[src/clsr_consts.vh]
`ifndef CLSR_CONSTS_VH
`define CLSR_CONSTS_VH
// register subaddresses
`define CLSR_A_BLUE_FINE_HI 8'h0b
`define CLSR_A_GREEN_FINE_HI 8'h0c
`define CLSR_A_RED_FINE_HI 8'h0d
`define CLSR_A_RED_GAIN 8'h1c
`define CLSR_A_FINE_LO 8'h1d
`define CLSR_A_BLUE_COARSE 8'h1e
`define CLSR_A_GREEN_COARSE 8'h1f
`define CLSR_A_RED_COARSE 8'h20
`define CLSR_A_HS_START 8'h21
`define CLSR_A_MISC 8'h22
`define CLSR_A_BLUE_LVL_LO 8'h23
`define CLSR_A_GREEN_LVL_LO 8'h24
`define CLSR_A_RED_LVL_LO 8'h25
`define CLSR_A_LVL_EN 8'h26
`define CLSR_A_LVL_HI 8'h27
// reset values
`define CLSR_RST_FINE_HI 8'h80
`define CLSR_RST_RED_GAIN 4'h7
`define CLSR_RST_FINE_LO 6'h00
`define CLSR_RST_COARSE 6'h10
`define CLSR_RST_HS_START 8'h0d
`define CLSR_RST_MISC 8'h08
`define CLSR_RST_LVL_EN 1'b1
// misc control field positions
`define CLSR_MISC_SYNC_PROC_RESET 7
`define CLSR_MISC_LUMA_HI 6
`define CLSR_MISC_LUMA_LO 4
`define CLSR_MISC_STRIP 3
`define CLSR_MISC_COAST_DIS 2
`define CLSR_MISC_VS_SEL 1
`define CLSR_MISC_VSYNC_TIMING_BYPASS 0
// level enable bit, level filter figures
`define CLSR_LVL_EN_BIT 7
`define CLSR_LVL_MAX_SHIFT 4'd10
`define CLSR_LVL_FRAC 10
`endif

[src/clsr_level_filter.v]
`timescale 1ns/100ps
`include "clsr_consts.vh"
// one channel of the level-control loop: first-order recursive filter
module clsr_level_filter (
  // clock and reset
  input wire core_clk,
  input wire rst,
  // control
  input wire enable,
  input wire hold_rst,
  input wire line_tick,
  input wire [3:0] coef,
  // data
  input wire [9:0] adc_sample,
  output reg [9:0] level_r
);
  reg signed [19:0] acc_r; // result with ten fraction bits
  wire signed [9:0] centred; // sample minus 512
  wire signed [20:0] diff;
  wire signed [20:0] step;
  wire [3:0] shift;
  wire signed [19:0] acc_nxt;

  // flipping the top bit subtracts 512 and yields two's complement
  assign centred = {~adc_sample[9], adc_sample[8:0]};
  assign diff = {centred[9], centred, 10'h000} - {acc_r[19], acc_r};
  // codes above ten all act as the slowest coefficient
  assign shift = (coef > `CLSR_LVL_MAX_SHIFT) ? `CLSR_LVL_MAX_SHIFT : coef;
  assign step = diff >>> shift;
  assign acc_nxt = acc_r + step[19:0];

  // update once per line while enabled
  always @(posedge core_clk or posedge rst) begin
    if (rst) begin
      acc_r <= 20'sh00000;
      level_r <= 10'h000;
    end else if (hold_rst) begin
      acc_r <= 20'sh00000;
      level_r <= 10'h000;
    end else if (enable && line_tick) begin
      acc_r <= acc_nxt;
      level_r <= acc_nxt[19:`CLSR_LVL_FRAC];
    end
  end
endmodule // clsr_level_filter

[src/clsr_regs.v]
`timescale 1ns/100ps
`include "clsr_consts.vh"
module clsr_regs (
  // clock and reset
  input wire core_clk,
  input wire rst,
  // subaddress port from the serial interface engine
  input wire reg_wr,
  input wire reg_rd,
  input wire [7:0] reg_addr,
  input wire [7:0] reg_wdata,
  output reg [7:0] reg_rdata_r,
  // analog front-end settings
  output reg [3:0] red_gain_r,
  output reg [5:0] blue_coarse_r,
  output reg [5:0] green_coarse_r,
  output reg [5:0] red_coarse_r,
  output reg [9:0] blue_fine_r,
  output reg [9:0] green_fine_r,
  output reg [9:0] red_fine_r,
  // sync processing
  input wire hsync_in,
  input wire sep_vsync,
  input wire accum_vsync,
  input wire [7:0] vsync_align,
  input wire ext_coast_sel,
  input wire ext_coast,
  input wire int_coast,
  output reg hsync_output_r,
  output reg vsync_output_r,
  output reg coast_r,
  output reg sync_proc_reset_r,
  output reg copy_strip_enable_r,
  // luma and chroma path
  input wire [9:0] luma_in,
  input wire [9:0] chroma_in,
  output reg [9:0] luma_out_r,
  output reg [9:0] chroma_out_r,
  // level control
  input wire line_tick,
  input wire [3:0] level_vertical_coef,
  input wire [29:0] adc_data,
  output reg auto_level_control_r
);
  // writable register fields
  reg [7:0] fine_hi_r [0:2]; // blue, green, red msbs
  reg [5:0] fine_lo_r; // red 5:4, green 3:2, blue 1:0
  reg [7:0] hs_start_r;
  reg [7:0] misc_r;
  reg lvl_en_r;
  // level results per channel, blue at index 0
  wire [9:0] level [0:2];
  // hsync pin synchroniser
  reg hs_meta_r;
  reg hs_sync_r;
  // luma delay line
  reg [9:0] luma_pipe_r [0:7];
  // delay units: index 0 hsync, index 1 vsync
  wire [1:0] dly_src;
  wire [7:0] dly_start [0:1];
  reg [1:0] dly_prev_r;
  reg [1:0] dly_busy_r;
  reg [1:0] dly_out_r;
  reg [7:0] dly_cnt_r [0:1];
  wire sp_rst;
  wire vs_src;
  wire [2:0] luma_dly;
  integer k;

  // read decode for the registered read path
  function [7:0] rd_mux;
    input [7:0] a;
    begin
      case (a)
        `CLSR_A_BLUE_FINE_HI: rd_mux = fine_hi_r[0];
        `CLSR_A_GREEN_FINE_HI: rd_mux = fine_hi_r[1];
        `CLSR_A_RED_FINE_HI: rd_mux = fine_hi_r[2];
        `CLSR_A_RED_GAIN: rd_mux = {4'h0, red_gain_r};
        `CLSR_A_FINE_LO: rd_mux = {2'h0, fine_lo_r};
        `CLSR_A_BLUE_COARSE: rd_mux = {2'h0, blue_coarse_r};
        `CLSR_A_GREEN_COARSE: rd_mux = {2'h0, green_coarse_r};
        `CLSR_A_RED_COARSE: rd_mux = {2'h0, red_coarse_r};
        `CLSR_A_HS_START: rd_mux = hs_start_r;
        `CLSR_A_MISC: rd_mux = misc_r;
        `CLSR_A_BLUE_LVL_LO: rd_mux = level[0][7:0];
        `CLSR_A_GREEN_LVL_LO: rd_mux = level[1][7:0];
        `CLSR_A_RED_LVL_LO: rd_mux = level[2][7:0];
        `CLSR_A_LVL_EN: rd_mux = {lvl_en_r, 7'h00};
        `CLSR_A_LVL_HI: rd_mux = {2'h0, level[2][9:8], level[1][9:8], level[0][9:8]};
        default: rd_mux = 8'h00; // unmapped reads as zero
      endcase
    end
  endfunction

  assign sp_rst = misc_r[`CLSR_MISC_SYNC_PROC_RESET];
  assign luma_dly = misc_r[`CLSR_MISC_LUMA_HI:`CLSR_MISC_LUMA_LO];

  // register writes; reserved bits are dropped
  always @(posedge core_clk or posedge rst) begin
    if (rst) begin
      fine_hi_r[0] <= `CLSR_RST_FINE_HI;
      fine_hi_r[1] <= `CLSR_RST_FINE_HI;
      fine_hi_r[2] <= `CLSR_RST_FINE_HI;
      red_gain_r <= `CLSR_RST_RED_GAIN;
      fine_lo_r <= `CLSR_RST_FINE_LO;
      blue_coarse_r <= `CLSR_RST_COARSE;
      green_coarse_r <= `CLSR_RST_COARSE;
      red_coarse_r <= `CLSR_RST_COARSE;
      hs_start_r <= `CLSR_RST_HS_START;
      misc_r <= `CLSR_RST_MISC;
      lvl_en_r <= `CLSR_RST_LVL_EN;
    end else if (reg_wr) begin
      case (reg_addr)
        `CLSR_A_BLUE_FINE_HI: fine_hi_r[0] <= reg_wdata;
        `CLSR_A_GREEN_FINE_HI: fine_hi_r[1] <= reg_wdata;
        `CLSR_A_RED_FINE_HI: fine_hi_r[2] <= reg_wdata;
        `CLSR_A_RED_GAIN: red_gain_r <= reg_wdata[3:0]; // code only, analog side maps the gain
        `CLSR_A_FINE_LO: fine_lo_r <= reg_wdata[5:0];
        `CLSR_A_BLUE_COARSE: blue_coarse_r <= reg_wdata[5:0];
        `CLSR_A_GREEN_COARSE: green_coarse_r <= reg_wdata[5:0];
        `CLSR_A_RED_COARSE: red_coarse_r <= reg_wdata[5:0];
        `CLSR_A_HS_START: hs_start_r <= reg_wdata;
        `CLSR_A_MISC: misc_r <= reg_wdata;
        `CLSR_A_LVL_EN: lvl_en_r <= reg_wdata[`CLSR_LVL_EN_BIT];
        default: ; // read-only and unmapped writes ignored
      endcase
    end
  end

  // read data registered; holds until the next read
  always @(posedge core_clk or posedge rst) begin
    if (rst) begin
      reg_rdata_r <= 8'h00;
    end else if (reg_rd) begin
      reg_rdata_r <= rd_mux(reg_addr);
    end
  end

  // settings to the front end; codes pass through unchanged,
  // the analog side decodes gain and sign-magnitude offsets
  always @(posedge core_clk or posedge rst) begin
    if (rst) begin
      blue_fine_r <= 10'h000;
      green_fine_r <= 10'h000;
      red_fine_r <= 10'h000;
      sync_proc_reset_r <= 1'b0;
      copy_strip_enable_r <= 1'b0;
      auto_level_control_r <= 1'b0;
      coast_r <= 1'b0;
    end else begin
      blue_fine_r <= {fine_hi_r[0], fine_lo_r[1:0]};
      green_fine_r <= {fine_hi_r[1], fine_lo_r[3:2]};
      red_fine_r <= {fine_hi_r[2], fine_lo_r[5:4]};
      sync_proc_reset_r <= sp_rst;
      copy_strip_enable_r <= misc_r[`CLSR_MISC_STRIP];
      auto_level_control_r <= lvl_en_r;
      // disable bit only gates the internal coast source
      coast_r <= ext_coast_sel ? ext_coast : (int_coast & ~misc_r[`CLSR_MISC_COAST_DIS]);
    end
  end

  // two-flop synchroniser for the hsync pin
  always @(posedge core_clk or posedge rst) begin
    if (rst) begin
      hs_meta_r <= 1'b0;
      hs_sync_r <= 1'b0;
    end else begin
      hs_meta_r <= hsync_in;
      hs_sync_r <= hs_meta_r;
    end
  end

  // vsync source choice
  assign vs_src = misc_r[`CLSR_MISC_VS_SEL] ? accum_vsync : sep_vsync;
  assign dly_src = {vs_src, hs_sync_r};
  assign dly_start[0] = hs_start_r;
  assign dly_start[1] = vsync_align;

  // leading-edge delay units, held idle during sync reset
  genvar g;
  generate
    for (g = 0; g < 2; g = g + 1) begin : dly
      always @(posedge core_clk or posedge rst) begin
        if (rst) begin
          dly_prev_r[g] <= 1'b0;
          dly_busy_r[g] <= 1'b0;
          dly_out_r[g] <= 1'b0;
          dly_cnt_r[g] <= 8'h00;
        end else if (sp_rst) begin
          dly_prev_r[g] <= 1'b0;
          dly_busy_r[g] <= 1'b0;
          dly_out_r[g] <= 1'b0;
          dly_cnt_r[g] <= 8'h00;
        end else begin
          dly_prev_r[g] <= dly_src[g];
          if (dly_src[g] && !dly_prev_r[g]) begin
            // leading edge: start counting, or fire at once for zero
            dly_cnt_r[g] <= 8'h01;
            dly_busy_r[g] <= (dly_start[g] != 8'h00);
            dly_out_r[g] <= (dly_start[g] == 8'h00);
          end else if (dly_busy_r[g]) begin
            if (dly_cnt_r[g] == dly_start[g]) begin
              dly_out_r[g] <= 1'b1;
              dly_busy_r[g] <= 1'b0;
            end else begin
              dly_cnt_r[g] <= dly_cnt_r[g] + 8'h01;
            end
          end else if (!dly_src[g]) begin
            // trailing edge follows the source once placed
            dly_out_r[g] <= 1'b0;
          end
        end
      end
    end
  endgenerate

  // sync outputs; bypass takes the separator straight through
  always @(posedge core_clk or posedge rst) begin
    if (rst) begin
      hsync_output_r <= 1'b0;
      vsync_output_r <= 1'b0;
    end else begin
      hsync_output_r <= dly_out_r[0];
      if (misc_r[`CLSR_MISC_VSYNC_TIMING_BYPASS]) begin
        vsync_output_r <= sp_rst ? 1'b0 : sep_vsync;
      end else begin
        vsync_output_r <= dly_out_r[1];
      end
    end
  end

  // luma delay line; chroma only registered
  always @(posedge core_clk or posedge rst) begin
    if (rst) begin
      for (k = 0; k < 8; k = k + 1) begin
        luma_pipe_r[k] <= 10'h000;
      end
      luma_out_r <= 10'h000;
      chroma_out_r <= 10'h000;
    end else begin
      luma_pipe_r[0] <= luma_in;
      for (k = 1; k < 8; k = k + 1) begin
        luma_pipe_r[k] <= luma_pipe_r[k - 1];
      end
      // zero picks the undelayed sample
      luma_out_r <= (luma_dly == 3'h0) ? luma_in : luma_pipe_r[luma_dly - 3'h1];
      chroma_out_r <= chroma_in;
    end
  end

  // one level filter per channel: blue, green, red
  generate
    for (g = 0; g < 3; g = g + 1) begin : lvl
      clsr_level_filter u_filt (
        .core_clk(core_clk),
        .rst(rst),
        .enable(lvl_en_r),
        .hold_rst(sp_rst),
        .line_tick(line_tick),
        .coef(level_vertical_coef),
        .adc_sample(adc_data[g * 10 + 9:g * 10]),
        .level_r(level[g])
      );
    end
  endgenerate
endmodule // clsr_regs

[config.mk]
export PLATFORM = sky130hd
export DESIGN_NAME = clsr_regs
export DESIGN_NICKNAME = d
export VERILOG_FILES = /design/src/clsr_level_filter.v /design/src/clsr_regs.v
export VERILOG_INCLUDE_DIRS = /design/src /design/src/src
export SDC_FILE = /design/constraint.sdc
export NUM_CORES = 1
export LEC_CHECK = 0
export BUFFER_PORTS_ARGS = -buffer_cell sky130_fd_sc_hd__buf_2
export CELL_PAD_IN_SITES_DETAIL_PLACEMENT = 0
export CELL_PAD_IN_SITES_GLOBAL_PLACEMENT = 1
export CORE_UTILIZATION = 45
export DETAILED_ROUTE_END_ITERATION = 6
export PLACE_DENSITY_LB_ADDON = 0.1
export SLEW_MARGIN = 20
export SYNTH_ARGS = -nofsm -noshare
export SYNTH_HDL_FRONTEND = slang
export SYNTH_HIERARCHICAL = 1
export SYNTH_SLANG_ARGS = --single-unit
[constraint.sdc]
create_clock -name core_clk -period 14.55 [get_ports core_clk]
set_input_delay 1.455 -clock core_clk [delete_from_list [all_inputs] [get_ports core_clk]]
set_output_delay 1.455 -clock core_clk [all_outputs]
set_load 0.05 [all_outputs]
==> metrics.yaml <==
outcome: "completed"
ctsHoldBuffers: 0
synthArstFlopShare: 1.000
overflow: 0
min_path_type: "reg2reg"
die_y_um: 215.9
h-tree-depth: 1
first_global_vias: 16170
postRouteWirelength_mm: 57.85
cts-resized-gates: 0
cp_top_family: "compound AO/OA/AOI/OAI gates"
dr.pass1.iters: 7
ios: 175
seq_area_frac_synth: 0.3618
area_growth_pct: 9.718
fin_cells: 2874
io_buffers: 174
n_antenna_cell: 0
nNetsFinal: 2440
dieWidth_um: 215.9
synth.distinct_cells: 116
rr_worst_depth: 20
slew_violations: 0
ir_drop_uv: 117.9
fin_crit_sh: 0.4733
final_hold_viol_count: 0
synthCells: 2165
worstSetupPathType: "in2reg"
crit_cells: 18
cts_buffer_depth: 3
yosysWarnings: 6
antenna_found_initial: 1
finalSetupViolCount: 0
avgViaCountPerCell: 5.931
gp_congestion: 0.8741
drc: 0
cts_tree: "done"
crit_path_end_kind: "flop"
max_slew_margin: 0.2562
core_area_um2: 45280
startpoint: "level_vertical_coef[2]"
grt_pass1_wl_mm: 91.91
placementRows: 78
synth_ff_type: "dfrtp_1"
start_util: 0.4547
clockRootBuffer: "clkbuf_16"
skew_ns: 0.02205
reg2reg_from: "lvl[0].u_filt/acc_r[1]"
rsz0062_at_grt: "no"
avgSynthCellArea_um2: 9.510
dp.cells: 2818
ant_nets: 0
syn_nets: 2354
reg2reg_to: "lvl[0].u_filt/level_r[9]"
critPathMaxStageDelay_ns: 0.71
startpoint_type: "input pin"
power_density_nw_per_um2: 192.6
layout_commonest_cell: "dfrtp_1"
grt_usage: 0.2454
crit_chain: "buf_2 > buf_4 > o21ai_1 > nand2_1 > mux2_2 > a211oi_1 > mux2i_1 > mux2_2 > mux2i_1 > ha_1 > a211oi_1 > o21ai_0 > a31oi_1 > o21ai_1 > a2111oi_4 > nor2_1 > or4_1 > nand4_1"
vias: 17050
synth_edf_count: 0
grt_max_degree: 98
numCtsBuffers: 30
fill_cells: 4352
cp.required_ns: 15.06
cts_num_sinks: 297
cap_violations: 0
fmax_ghz: 0.1452
path_clk_slew_ns: 0.06
worstPathArrival_ns: 7.40
tns_ns: 0
drtIter0Drc: 1123
r2r_setup_slack_ns: 8.73
synth_seq_cells: 297
cp_slowest_cell: "nand2_1"
design_area_um2: 22590
most-common-layout-cells: "dfrtp_1 (282), nand2_1 (203), buf_2 (174), a21oi_1 (141), nor2_1 (133)"
p_leak_nw: 10.17
drive_gt1_frac: 0.1988
cts_setup_buffers: 0
clk_latency_ns: 0.59
wl_per_cell_um: 20.13
path_max_fanout: 51
placed_area_um2: 21590
die_area_um2: 46610
worstMarginPinSlew_ns: 1.105
netlist_area_um2: 20590
cp_num_buf_inv: 2
place.detailed.hpwl_mm: 43.33
period_minus_slack_ns: 6.886
crit_end: "lvl[2].u_filt/level_r[9]"
-- state kept, by name (all words and copies together), names as in the netlist, 10 cells and up --
name / flops
red_fine_r: 10
fine_hi_r: 24
lvl.u_filt/level_r: 30
green_fine_r: 10
luma_out_r: 10
blue_fine_r: 10
chroma_out_r: 10
lvl.u_filt/acc_r: 30
dly_cnt_r: 16
luma_pipe_r: 80
-- where the power goes --
part / switching [mW] / internal (mW)
sequential: 0.214 / 0.935
clock: 0.332 / 0.425
combinational: 1.42 / 1.03
total: 1.96 / 2.39
-- cells by family (layout without fill, tap and decap cells) --
logic type | Yosys count | count (layout) | synth area share
flip-flops | 297 | 297 | 0.3618
XOR/XNOR | 87 | 87 | 0.03737
multiplexers | 217 | 217 | 0.1270
buffers and inverters | 220 | 329 | 0.05196
AND/OR/NAND/NOR | 628 | 628 | 0.1542
AO/OA/AOI/OAI | 616 | 616 | 0.2057
adder cells (fa/ha/maj) | 100 | 100 | 0.06187
-- layout make-up --
| class | count | area [um^2] | share of cell area |
|---|---|---|---|
| Inverter | 81 | 311.5 | 0.01379 |
| Clock inverter | 15 | 140.1 | 0.006204 |
| Clock buffer | 40 | 838.3 | 0.03711 |
| Tap cell | 600 | 750.7 | 0.03323 |
| Sequential cell | 297 | 7451 | 0.3298 |
| Timing Repair Buffer | 193 | 1013 | 0.04487 |
| Multi-Input combinational cell | 1648 | 12080 | 0.5350 |
-- metrics by stage --
| step | worst slack [ns] | hold slack, ns | power [mW] | utilization |
|---|---|---|---|---|
| after floorplan | 6.615 | 0.3312 | 3.092 | - |
| final | 7.664 | 0.3643 | 4.352 | 0.4988 |
| after global routing | 7.175 | 0.3737 | 4.714 | 0.4988 |
| after global placement | 7.303 | 0.3527 | 3.569 | 0.4768 |
| after CTS | 7.755 | 0.3704 | 4.368 | 0.4984 |
| after detailed placement | 7.132 | 0.3566 | 3.584 | 0.4768 |
-- how the worst min path moves through the flow --
stage	depth (start not counted)	slack (ns)	to	from
5_1_grt	0	0.37	hs_sync_r	hs_meta_r
2_1_floorplan	0	0.33	hs_sync_r	hs_meta_r
3_3_place_gp	0	0.35	luma_pipe_r[50]	luma_pipe_r[60]
4_1_cts	0	0.37	luma_pipe_r[4]	luma_pipe_r[14]
3_5_place_dp	0	0.36	luma_pipe_r[24]	luma_pipe_r[34]
6_report	0	0.36	hs_sync_r	hs_meta_r
-- metal layers --
metal / up-vias / global-route usage / wire length [um]
met5: - / 0 / 13
met4: 2 / 0.04742 / 1053
met3: 74 / 0.03030 / 2952
met2: 465 / 0.3884 / 26100
met1: 8285 / 0.3604 / 27720
li1: 8220 / - / -
-- cells in the mapped netlist, drive strengths merged, types with 10 or more instances --
| master | instances | area share |
|---|---|---|
| a2111oi | 13 | 0.0074 |
| nor4 | 17 | 0.0068 |
| mux4 | 22 | 0.024 |
| or2 | 13 | 0.0040 |
| a211oi | 39 | 0.014 |
| a22oi | 14 | 0.0053 |
| buf | 81 | 0.026 |
| o21ai | 131 | 0.032 |
| nand2 | 205 | 0.038 |
| nor2 | 138 | 0.026 |
| a32oi | 10 | 0.0043 |
| nor2b | 12 | 0.0036 |
| dfstp | 14 | 0.018 |
| ha | 97 | 0.059 |
| xor2 | 26 | 0.011 |
| dfrtp | 283 | 0.34 |
| clkbuf | 58 | 0.011 |
| a22o | 31 | 0.013 |
| nor3 | 55 | 0.014 |
| nand2b | 15 | 0.0046 |
| and2 | 16 | 0.0049 |
| mux2i | 88 | 0.043 |
| o22ai | 12 | 0.0036 |
| nand3 | 48 | 0.012 |
| or4 | 13 | 0.0055 |
| o211ai | 26 | 0.0095 |
| xnor2 | 61 | 0.026 |
| o31ai | 13 | 0.0054 |
| or3 | 19 | 0.0058 |
| a31oi | 25 | 0.0079 |
| o21a | 13 | 0.0047 |
| mux2 | 107 | 0.060 |
| nand4 | 21 | 0.0067 |
| and3 | 19 | 0.0058 |
| a21o | 34 | 0.012 |
| inv | 79 | 0.014 |
| a21oi | 144 | 0.035 |
| nor3b | 11 | 0.0048 |
No activity file was read; power rests on OpenSTA's default activity.
